--- config.mk ---
export PLATFORM = sky130hd
export DESIGN_NAME = lcc_cmd_decoder
export DESIGN_NICKNAME = d
export VERILOG_FILES = /design/src/rtl/lcc_cmd_decoder.v
export VERILOG_INCLUDE_DIRS = /design/src /design/src/rtl
export SDC_FILE = /design/constraint.sdc
export NUM_CORES = 1
export LEC_CHECK = 0
export BUFFER_PORTS_ARGS = -buffer_cell sky130_fd_sc_hd__buf_2
export CAP_MARGIN = 15
export CORE_MARGIN = 2
export CORE_UTILIZATION = 25
export CTS_CLUSTER_DIAMETER = 60
export DETAILED_ROUTE_END_ITERATION = 8
export GPL_TIMING_DRIVEN = 1
export PLACE_DENSITY_LB_ADDON = 0.15
export SETUP_SLACK_MARGIN = 0.05
export SYNTH_ARGS = -nofsm -noshare
export SYNTH_HDL_FRONTEND = slang
export SYNTH_SLANG_ARGS = --single-unit
--- constraint.sdc ---
create_clock -name clk -period 7.1 [get_ports clk]
set_clock_uncertainty 0.2 [all_clocks]
set_input_delay 0 -clock clk [delete_from_list [all_inputs] [get_ports clk]]
set_output_delay 0 -clock clk [all_outputs]
set_load 0.005 [all_outputs]
--- src/rtl/lcc_map.vh ---
`ifndef LCC_MAP_VH
`define LCC_MAP_VH
// Command opcodes
`define LCC_OP_CURSOR_FORM 8'h5d
`define LCC_OP_OVERLAY 8'h5b
`define LCC_OP_GLYPH_BASE 8'h5c
`define LCC_OP_HSCROLL 8'h5a
`define LCC_OP_CSR_WRITE 8'h46
`define LCC_OP_CSR_READ 8'h47
`define LCC_OP_PIX_DEPTH 8'h60
`define LCC_OP_DIR_MASK 8'hfc
`define LCC_OP_DIR_BASE 8'h4c
// Register offsets
`define LCC_REG_CSR_WIDTH 8'h15
`define LCC_REG_CSR_HEIGHT 8'h16
`define LCC_REG_STEP_DIR 8'h17
`define LCC_REG_OVERLAY 8'h18
// Field positions
`define LCC_SHAPE_SEL_BIT 7
`define LCC_THREE_LAYER_BIT 4
// Reset values
`define LCC_RST_BYTE 8'h00
`define LCC_RST_WORD 16'h0000
// Glyph bitmap geometry
`define LCC_BYTE_PIXELS 5'h08
// Decoder states
`define LCC_ST_IDLE 3'h0
`define LCC_ST_P1 3'h1
`define LCC_ST_P2 3'h2
`define LCC_ST_DONE 3'h3
`endif

--- src/rtl/lcc_cmd_decoder.v ---
`timescale 1ns/100ps
`default_nettype none
`include "lcc_map.vh"

// Summary of operation
// Command 5Dh takes two bytes: width to 15h, height to 16h.
// Second cursor-form byte bit 7 stored as shape select, 16h bit 7.
// Command 010011xx copies its low bits into step direction, 17h.
// Command 5Bh takes one byte, stored into overlay register 18h.
// Overlay byte bit 4 sets three-layer select, 18h bit 4.
// Overlay bits 3-2 store block 3 and block 1 display kind.
// Overlay bits 1-0 store the layer combining method.
// Command 5Ch takes low then high byte of glyph RAM base.
// Command 5Ah takes one byte; bits 2-0 are pixel shift.
// Command 46h loads 16-bit cursor address, low then high.
// After 47h, two parameter reads return cursor low then high.
// Command 60h takes one byte; bits 1-0 select pixel depth.
// Glyph origin top-left; adjacent bits are adjacent pixels.
// Cell width programmable up to 16; wide rows fetched as two bytes.
// Cell larger than bitmap is enlarged; zeros show as blank.
// No automatic gaps; software stores two bytes per row if needed.
// Select high write is command, low write parameter, high read read.
// Each memory access outside a second-parameter write cycle steps cursor address per direction field.
// Parameters counted in order; new command abandons sequence.
// Surplus parameters are ignored, registers unchanged.
module lcc_cmd_decoder #(
	parameter ADDR_W = 16,
	parameter CELL_W = 5,
	parameter [3:0] GLYPH_H = 4'h8
) (
	input wire clk,
	input wire rst_b,
	input wire bus_sel,
	input wire wr_stb,
	input wire rd_stb,
	input wire [7:0] wr_data,
	input wire mem_access,
	input wire [ADDR_W-1:0] step_amount,
	input wire [CELL_W-1:0] cell_width_setting,
	input wire [15:0] glyph_row_bits,
	input wire [3:0] glyph_col,
	input wire [3:0] glyph_line,
	output reg [7:0] rd_data_q,
	output reg [7:0] cursor_width_reg_q,
	output reg [7:0] cursor_height_shape_reg_q,
	output reg [7:0] cursor_step_direction_reg_q,
	output reg [7:0] layer_overlay_config_reg_q,
	output reg [ADDR_W-1:0] glyph_base_q,
	output reg [2:0] fine_hscroll_q,
	output reg [1:0] pixel_depth_q,
	output reg [ADDR_W-1:0] cursor_addr_q,
	output reg two_byte_rows_q,
	output reg glyph_pixel_q
);

	reg [7:0] cmd_q;
	reg [2:0] st_q;
	reg [7:0] low_q;
	reg rd_state_q;
	reg [1:0] rd_idx_q;

	wire cmd_wr;
	wire par_wr;
	wire par_rd;
	wire is_dir;
	wire wide_rows;
	wire in_cell;
	wire in_bitmap;
	reg glyph_pixel_d;

	// Pixel column lies below a width limit
	function col_below;
		input [3:0] col;
		input [4:0] lim;
		begin
			col_below = {1'b0, col} < lim;
		end
	endfunction

	// Bit 15 is the leftmost pixel; neighbours are adjacent bits
	function glyph_bit;
		input [15:0] row;
		input [3:0] col;
		begin
			glyph_bit = row[4'hf - col];
		end
	endfunction

	// Step cursor by amount in the chosen direction
	function [ADDR_W-1:0] csr_step;
		input [ADDR_W-1:0] addr;
		input [1:0] dir;
		input [ADDR_W-1:0] amt;
		begin
			case (dir)
				2'h0: csr_step = addr + amt;
				2'h1: csr_step = addr - amt;
				2'h2: csr_step = addr - amt;
				default: csr_step = addr + amt;
			endcase
		end
	endfunction

	// Bus decode by select line and strobe kind
	assign cmd_wr = bus_sel & wr_stb;
	assign par_wr = ~bus_sel & wr_stb;
	assign par_rd = bus_sel & rd_stb;
	assign is_dir = (wr_data & `LCC_OP_DIR_MASK) == `LCC_OP_DIR_BASE;

	// Parameter sequencer; a command restarts the count
	always @(posedge clk or negedge rst_b) begin
		if (!rst_b) begin
			cmd_q <= `LCC_RST_BYTE;
			st_q <= `LCC_ST_IDLE;
			low_q <= `LCC_RST_BYTE;
		end else if (cmd_wr) begin
			cmd_q <= wr_data;
			st_q <= is_dir ? `LCC_ST_DONE : `LCC_ST_P1;
		end else if (par_wr) begin
			case (st_q)
				`LCC_ST_P1: begin
					low_q <= wr_data;
					st_q <= `LCC_ST_P2;
				end
				`LCC_ST_P2: st_q <= `LCC_ST_DONE;
				default: st_q <= st_q;
			endcase
		end
	end

	// Configuration register loads from parameter bytes
	always @(posedge clk or negedge rst_b) begin
		if (!rst_b) begin
			cursor_width_reg_q <= `LCC_RST_BYTE;
			cursor_height_shape_reg_q <= `LCC_RST_BYTE;
			cursor_step_direction_reg_q <= `LCC_RST_BYTE;
			layer_overlay_config_reg_q <= `LCC_RST_BYTE;
			glyph_base_q <= `LCC_RST_WORD;
			fine_hscroll_q <= 3'h0;
			pixel_depth_q <= 2'h0;
			cursor_addr_q <= `LCC_RST_WORD;
		end else begin
			if (cmd_wr && is_dir)
				cursor_step_direction_reg_q <= {6'h00, wr_data[1:0]};
			if (par_wr && st_q == `LCC_ST_P1) begin
				case (cmd_q)
					`LCC_OP_CURSOR_FORM:
						cursor_width_reg_q <= {4'h0, wr_data[3:0]};
					`LCC_OP_OVERLAY:
						// Bits 4, 3-2 and 1-0 stored; top bits kept zero
						layer_overlay_config_reg_q <= {3'h0, wr_data[4:0]};
					`LCC_OP_HSCROLL:
						fine_hscroll_q <= wr_data[2:0];
					`LCC_OP_PIX_DEPTH:
						pixel_depth_q <= wr_data[1:0];
					default: ;
				endcase
			end
			// Two-byte commands commit on the second byte
			if (par_wr && st_q == `LCC_ST_P2) begin
				case (cmd_q)
					`LCC_OP_CURSOR_FORM:
						cursor_height_shape_reg_q <=
						    {wr_data[`LCC_SHAPE_SEL_BIT], 3'h0, wr_data[3:0]};
					`LCC_OP_GLYPH_BASE:
						glyph_base_q <= {wr_data, low_q};
					`LCC_OP_CSR_WRITE:
						cursor_addr_q <= {wr_data, low_q};
					default: ;
				endcase
			end else if (mem_access) begin
				cursor_addr_q <= csr_step(cursor_addr_q,
				    cursor_step_direction_reg_q[1:0], step_amount);
			end
		end
	end

	// Cursor readback, low byte then high
	always @(posedge clk or negedge rst_b) begin
		if (!rst_b) begin
			rd_state_q <= 1'b0;
			rd_idx_q <= 2'h0;
			rd_data_q <= `LCC_RST_BYTE;
		end else if (cmd_wr) begin
			rd_state_q <= (wr_data == `LCC_OP_CSR_READ);
			rd_idx_q <= 2'h0;
		end else if (par_rd && rd_state_q) begin
			case (rd_idx_q)
				2'h0: rd_data_q <= cursor_addr_q[7:0];
				2'h1: rd_data_q <= cursor_addr_q[15:8];
				default: rd_data_q <= `LCC_RST_BYTE;
			endcase
			if (rd_idx_q != 2'h2)
				rd_idx_q <= rd_idx_q + 2'h1;
		end
	end

	// Cells wider than eight pixels need two fetch bytes per row
	assign wide_rows = cell_width_setting > `LCC_BYTE_PIXELS;
	always @(posedge clk or negedge rst_b) begin
		if (!rst_b)
			two_byte_rows_q <= 1'b0;
		else
			two_byte_rows_q <= wide_rows;
	end

	// Enlarged cell: anything outside the bitmap shows blank
	assign in_cell = col_below(glyph_col, cell_width_setting);
	assign in_bitmap = (glyph_line < GLYPH_H) &&
	    (col_below(glyph_col, `LCC_BYTE_PIXELS) || wide_rows);

	// Pixel pick; a narrow cell only reads the first byte
	always @* begin
		glyph_pixel_d = 1'b0;
		if (in_cell && in_bitmap)
			glyph_pixel_d = glyph_bit(glyph_row_bits, glyph_col);
	end

	// Registered so the scan side sees a clean pixel
	always @(posedge clk or negedge rst_b) begin
		if (!rst_b)
			glyph_pixel_q <= 1'b0;
		else
			glyph_pixel_q <= glyph_pixel_d;
	end

endmodule // lcc_cmd_decoder
`default_nettype wire

# After elaboration in Yosys (flattened, before gate mapping)
# Cells that the tools add are included.
# totals
reg_bits	85
input_bits	59
output_inout_bits	79
# classes
n_addsub	4
order_cmp	5
eq_ne	15
n_mux	15
n_bitwise	5
reduce_logical	25
# ops
op	n
16-bit two-way mux	4
8-bit by 7-bit equality test with 1-bit output (second input constant)	7
2-bit AND reduction	10
16-bit adder	1
8-bit one-hot mux with 2 select lines	1
16-bit subtractor	1
4-bit less-than comparator (second input constant)	2
2-bit two-way mux	4
2-bit nonzero test	4
6-bit by 5-bit equality test with 1-bit output (second input constant)	1
1-bit logical AND	6
3-bit two-way mux	2
3-bit one-hot mux with 2 select lines	1
5-bit by 4-bit greater-than comparator with 1-bit output (second input constant)	1
4-bit by 5-bit less-than comparator with 1-bit output	1
4-bit by 5-bit less-than comparator with 1-bit output (second input constant)	1
1-bit binary-select mux with 4-bit select	1
2-bit by 1-bit equality test with 1-bit output (second input constant)	2
4-bit subtractor (first input constant)	1
1-bit bitwise AND	3
3-bit by 1-bit equality test with 1-bit output (second input constant)	1
3-bit by 2-bit equality test with 1-bit output (second input constant)	1
3-bit AND reduction	1
3-bit nonzero test	1
other kinds (9)	11

# Longest topological paths before layout
# logic_depth
ltp_word	5
ltp_mapped	14
mapped_depth_nobuf	13

# Worst setup path before layout
# OpenSTA, ideal clock, no wires.
# synth_timing
path_kind	register -> register
startpoint	register cursor_step_direction_reg_q[0]
endpoint	register cursor_addr_q[14]
arrival_ns	2.760
t_required_ns	6.822
slack_ns	4.063
stages_incl_launch_ff	12
path_buffers	1
synth_period_minus_slack_ns	3.037
cell_sequence	dfrtp_1 xor2_1 clkbuf_1 nor2_1 xnor2_1 ha_1 a211oi_1 o21ai_0 a311oi_1 a21oi_1 mux2_2 a21oi_1
# synth_between
elab_chain_cells	5
elab_cells_between_ends	6
classes_between	2 x eq/ne; 3 x mux; 1 x reduce/logical
# synth_rtl
element	line	text
from (decl)	lcc_cmd_decoder.v:46	output reg [7:0] cursor_step_direction_reg_q,
from (signal assigned)	lcc_cmd_decoder.v:136	cursor_step_direction_reg_q <= `LCC_RST_BYTE;
from (signal assigned)	lcc_cmd_decoder.v:144	cursor_step_direction_reg_q <= {6'h00, wr_data[1:0]};
2-bit equality test or 2-bit by 1-bit equality test with 1-bit output (tied branches)	lcc_cmd_decoder.v:95	case (dir)
2-bit OR reduction (no line) *	-	
16-bit two-way mux *	-	
16-bit two-way mux *	lcc_cmd_decoder.v:171	end else if (mem_access) begin
16-bit two-way mux *	lcc_cmd_decoder.v:160	if (par_wr && st_q == `LCC_ST_P2) begin
to (signal assigned)	lcc_cmd_decoder.v:141	cursor_addr_q <= `LCC_RST_WORD;
to (signal assigned)	lcc_cmd_decoder.v:168	cursor_addr_q <= {wr_data, low_q};
to (signal assigned)	lcc_cmd_decoder.v:172	cursor_addr_q <= csr_step(cursor_addr_q,
to (decl)	lcc_cmd_decoder.v:51	output reg [ADDR_W-1:0] cursor_addr_q,
# Every way passes the cells marked *; elsewhere a longest branch is shown, timed or not. The select of a mux whose other input is x is not followed.
# A chain may end at the register's enable or synchronous reset.

# Worst setup path in the final report
# Same ends and word-level chain as after synthesis.

==> run summary <==
The number of DRC markers in iteration 0 came out at 256. The CTS tree is yes. The number of top-level pins came out at 138. The final hold slack came out at approximately 0.027 ns. The number of port buffers came out at 118. The aggregate routed wire length is 14,200 µm. The delay of the slowest cell on the worst path is between 0.8 and 0.9 ns. By area, the combinational part of the netlist is dominated by multiplexers. The total clock buffers created by CTS is 9. The residual overflow from global routing is 0.

The total of warnings raised by yosys came out at 0. The worst setup path is launched from a flop. Setup violations remaining at the end of the flow were counted as 0. The mean number of vias per cell came out at 4.72. The worst hold path class is primary input to flop. The pre-CTS worst setup slack came out at 3.36 ns. In the layout the commonest cells are sky130_fd_sc_hd__buf_2 (117), sky130_fd_sc_hd__dfrtp_1 (84), sky130_fd_sc_hd__mux2_2 (44). Across every metal layer, demand over resource in global routing totals 13.6%. Traced cell by cell, the critical path runs through xor2_1 -> nor2_1 -> xnor2_1 -> ha_1 -> a211oi_1 -> o21ai_0 -> a311oi_1 -> a21oi_1 -> mux2_2 -> a21oi_1. A synthesized cell averages 10.6 µm². The clock reaches the later pin of the worst-skew pair after 0.33 ns. Measured against its own limit, the worst slew margin works out to 31.6%. The number of standard cells after synthesis is 472. The arrival time at the worst endpoint came out at 3.82 ns.

The number of enable flip-flop cells after synthesis came out at 0. The mean routed wirelength per cell came out at 16.3 µm. The leakage power summed over all cells came out at 3.09 nW.

The die height is between 100 and 150 µm. The count of TritonRoute iterations in the first routing pass is 4. The number of standard cells in the final layout excluding fillers came out at 870.

The max-slew violation count came out at 0. The critical path is of the flop to flop type. The number of diodes is 0. The library cell used most frequently in the layout, excluding fill and tap cells, is sky130_fd_sc_hd__buf_2. The complex-gate fraction of the synthesized area is 13.8%. Relative to the synthesized area, the layout overhead comes to 26.7%. The global-route wire length before repair is 22,700 µm. The number of hold violations in the final report is 0. The count of unique library cells instantiated by Yosys is 59. The sequential share of the synthesized area is 42.2%. Dividing total power by cell area gives a power density of around 300 nW/µm². By instance count, the cell type seen most on the critical path is sky130_fd_sc_hd__a21oi_1. The remaining design rule violation count came out at 0. The overall power after layout is 1.94 mW. The die covers 21,100 µm². The largest vdd supply drop is 97.8 µV.

The total number of placement rows is 51. The number of max-capacitance violations reported came out at 0. The largest fanout on the critical path is 13.

The core outline area came out at 19,500 µm². The maximum clock rate is between 200 and 300 MHz. The buffer type at the clock tree root is sky130_fd_sc_hd__clkbuf_16. After layout, the worst path uses 53.0% of the clock period. The synthesis-stage register bit count came out at 84.

The via count is 4,108. The setup slack after layout came out at 3.34 ns. After the last flow step, the layout net total stands at 682. The number of clock sinks seen by CTS is 84. After synthesis, the share of flip-flops with an asynchronous set or reset is 100%.

The count of placed standard cells including taps is ~840. The fraction of the mapped netlist area in simple logic gates is 12.4%. The number of global-route vias before repair came out at 4,173.

The worst setup path is captured at a flop. The required time at the worst-slack endpoint is 7.16 ns. The fraction of synthesized area in multiplexers is about 16%.

The run finished with clean final reports. The maximum number of pins on one net before global-route repair is 85. Setup repair after global routing left no endpoint under its margin. The placer congestion estimate came out at just under 0.8. The post-CTS setup-driven buffer insertion count came out at 0.

The area of the mapped netlist came out at 4980 µm². The setup TNS came out at 0 ns. The starting density of the core came out at 25.5%.

Cells with a size suffix above 1 make up 32.6% of the layout. In this run the deepest clock path goes through 2 buffers. The most used flip-flop cell after synthesis is sky130_fd_sc_hd__dfrtp_1. The clock transition at the registers of the reported paths came out at 0.06 ns.

The parity-gate share of the synthesized area counting xor and xnor cells is 4.57%. The routed design could run at a clock period as short as 3.76 ns. The initial antenna violation count is 1. The H-tree level count came out at 3. Once detailed placement completed, the half-perimeter wirelength came to 10,800 µm. The die boundary width came out at 145 µm. The adder-cell share of the synthesized area is a little under 6%. The critical-path cell with the highest stage delay is sky130_fd_sc_hd__xor2_1. The final antenna-violating net count came out at 0. At the pin with the least slew margin, the transition time is 1.02 ns.
kinds of logic (layout without fill, tap and decap cells):
logic type / count (synthesis) / after routing
and+or+nand+nor: 117 / 117
AOI/OAI and AO/OA: 107 / 107
DFF: 84 / 84
muxes: 62 / 62
buffers and inverters: 52 / 170
xor gates and xnor gates: 26 / 26
adders and majority gates: 23 / 23
other: 1 / 16
Yosys cell counts (all sizes together), types with 4 or more instances:
cell | n | share of area, %
nor3 | 11 | 1.1
nand2 | 30 | 2.3
inv | 17 | 1.3
mux2i | 4 | 0.80
nand3 | 7 | 0.70
a22oi | 12 | 1.8
xnor2 | 23 | 4.0
a31oi | 4 | 0.50
clkbuf | 15 | 1.1
buf | 20 | 3.0
a21o | 10 | 1.5
a21oi | 26 | 2.6
nand3b | 4 | 0.60
mux4 | 4 | 1.8
o21a | 5 | 0.75
o21ai | 23 | 2.3
and3 | 4 | 0.50
nor2 | 27 | 2.0
mux2 | 54 | 13
a211oi | 5 | 0.75
ha | 22 | 5.5
dfrtp | 84 | 42
nor3b | 7 | 1.1
registers in the layout, summed over array words and instances (netlist names):
register                     count
cursor_addr_q                   16
glyph_base_q                    16
cmd_q                            8
low_q                            8
rd_data_q                        8
cursor_height_shape_reg_q        5
layer_overlay_config_reg_q       5
cursor_width_reg_q               4
fine_hscroll_q                   3
cursor_step_direction_reg_q      2
pixel_depth_q                    2
rd_idx_q                         2
st_q                             2
glyph_pixel_q                    1
rd_state_q                       1
two_byte_rows_q                  1
critical path, delay by kind of cell, from the launching register on:
family                   cells  cell delay (ns)
AO/OA/AOI/OAI                5             1.31
flip-flops                   1             0.42
XOR/XNOR                     2             1.01
adder cells (fa/ha/maj)      1             0.35
multiplexers                 1             0.29
AND/OR/NAND/NOR              1             0.12
worst paths after layout:
check                                                                 from                                        end  slack, ns  depth (start not counted)
worst max-delay path            cursor_step_direction_reg_q[0]$_DFFE_PN0P_              cursor_addr_q[14]$_DFFE_PN0P_       3.34                         10
worst min-delay path                                        step_amount[0]               cursor_addr_q[0]$_DFFE_PN0P_       0.03                          5
worst max register to register  cursor_step_direction_reg_q[0]$_DFFE_PN0P_              cursor_addr_q[14]$_DFFE_PN0P_       3.34                         10
worst min register to register                    rd_data_q[0]$_DFFE_PN0P_                   rd_data_q[0]$_DFFE_PN0P_       0.28                          2
max in group asynchronous                                            rst_b              cursor_addr_q[12]$_DFFE_PN0P_       5.65                          4
min in group asynchronous                                            rst_b  layer_overlay_config_reg_q[3]$_DFFE_PN0P_       0.43                          3
cell type report:
type / count / area (µm²)
fill: 2069 / 13200
multi-input combinational: 351 / 2670
sequential: 84 / 2100
timing repair buffer: 137 / 801
tap: 265 / 332
clock buffer: 11 / 243
clock inverter: 5 / 108
inverter: 17 / 63.8
power by group:
part	internal (mW)	switching, mW	leakage [nW]
Sequential	0.554	0.114	1.09
Combinational	0.341	0.382	1.83
Clock	0.355	0.190	0.170
Total	1.25	0.686	3.09
timing repair:
action	in CTS	in global routing
hold endpoints to repair	141	21
gates resized for setup	0	0
hold buffers	17	1
metal layers:
layer	vias to the layer above	GRT usage (%)	part of all wire, %
met4	2	2.35	0.75
met3	11	3.21	5.3
met2	116	23.2	49
met1	2032	17.7	45
li1	1947	-	-
met5	-	0	0.092
through the flow:
step	utilization, %	instance area, µm²
finish	32.4	6320
global route	32.4	6320
CTS	32.2	6280
detailed placement	29.5	5760
global placement	29.5	5760
floorplan	-	5040
Note: power is estimated with default switching activity, not from simulation.
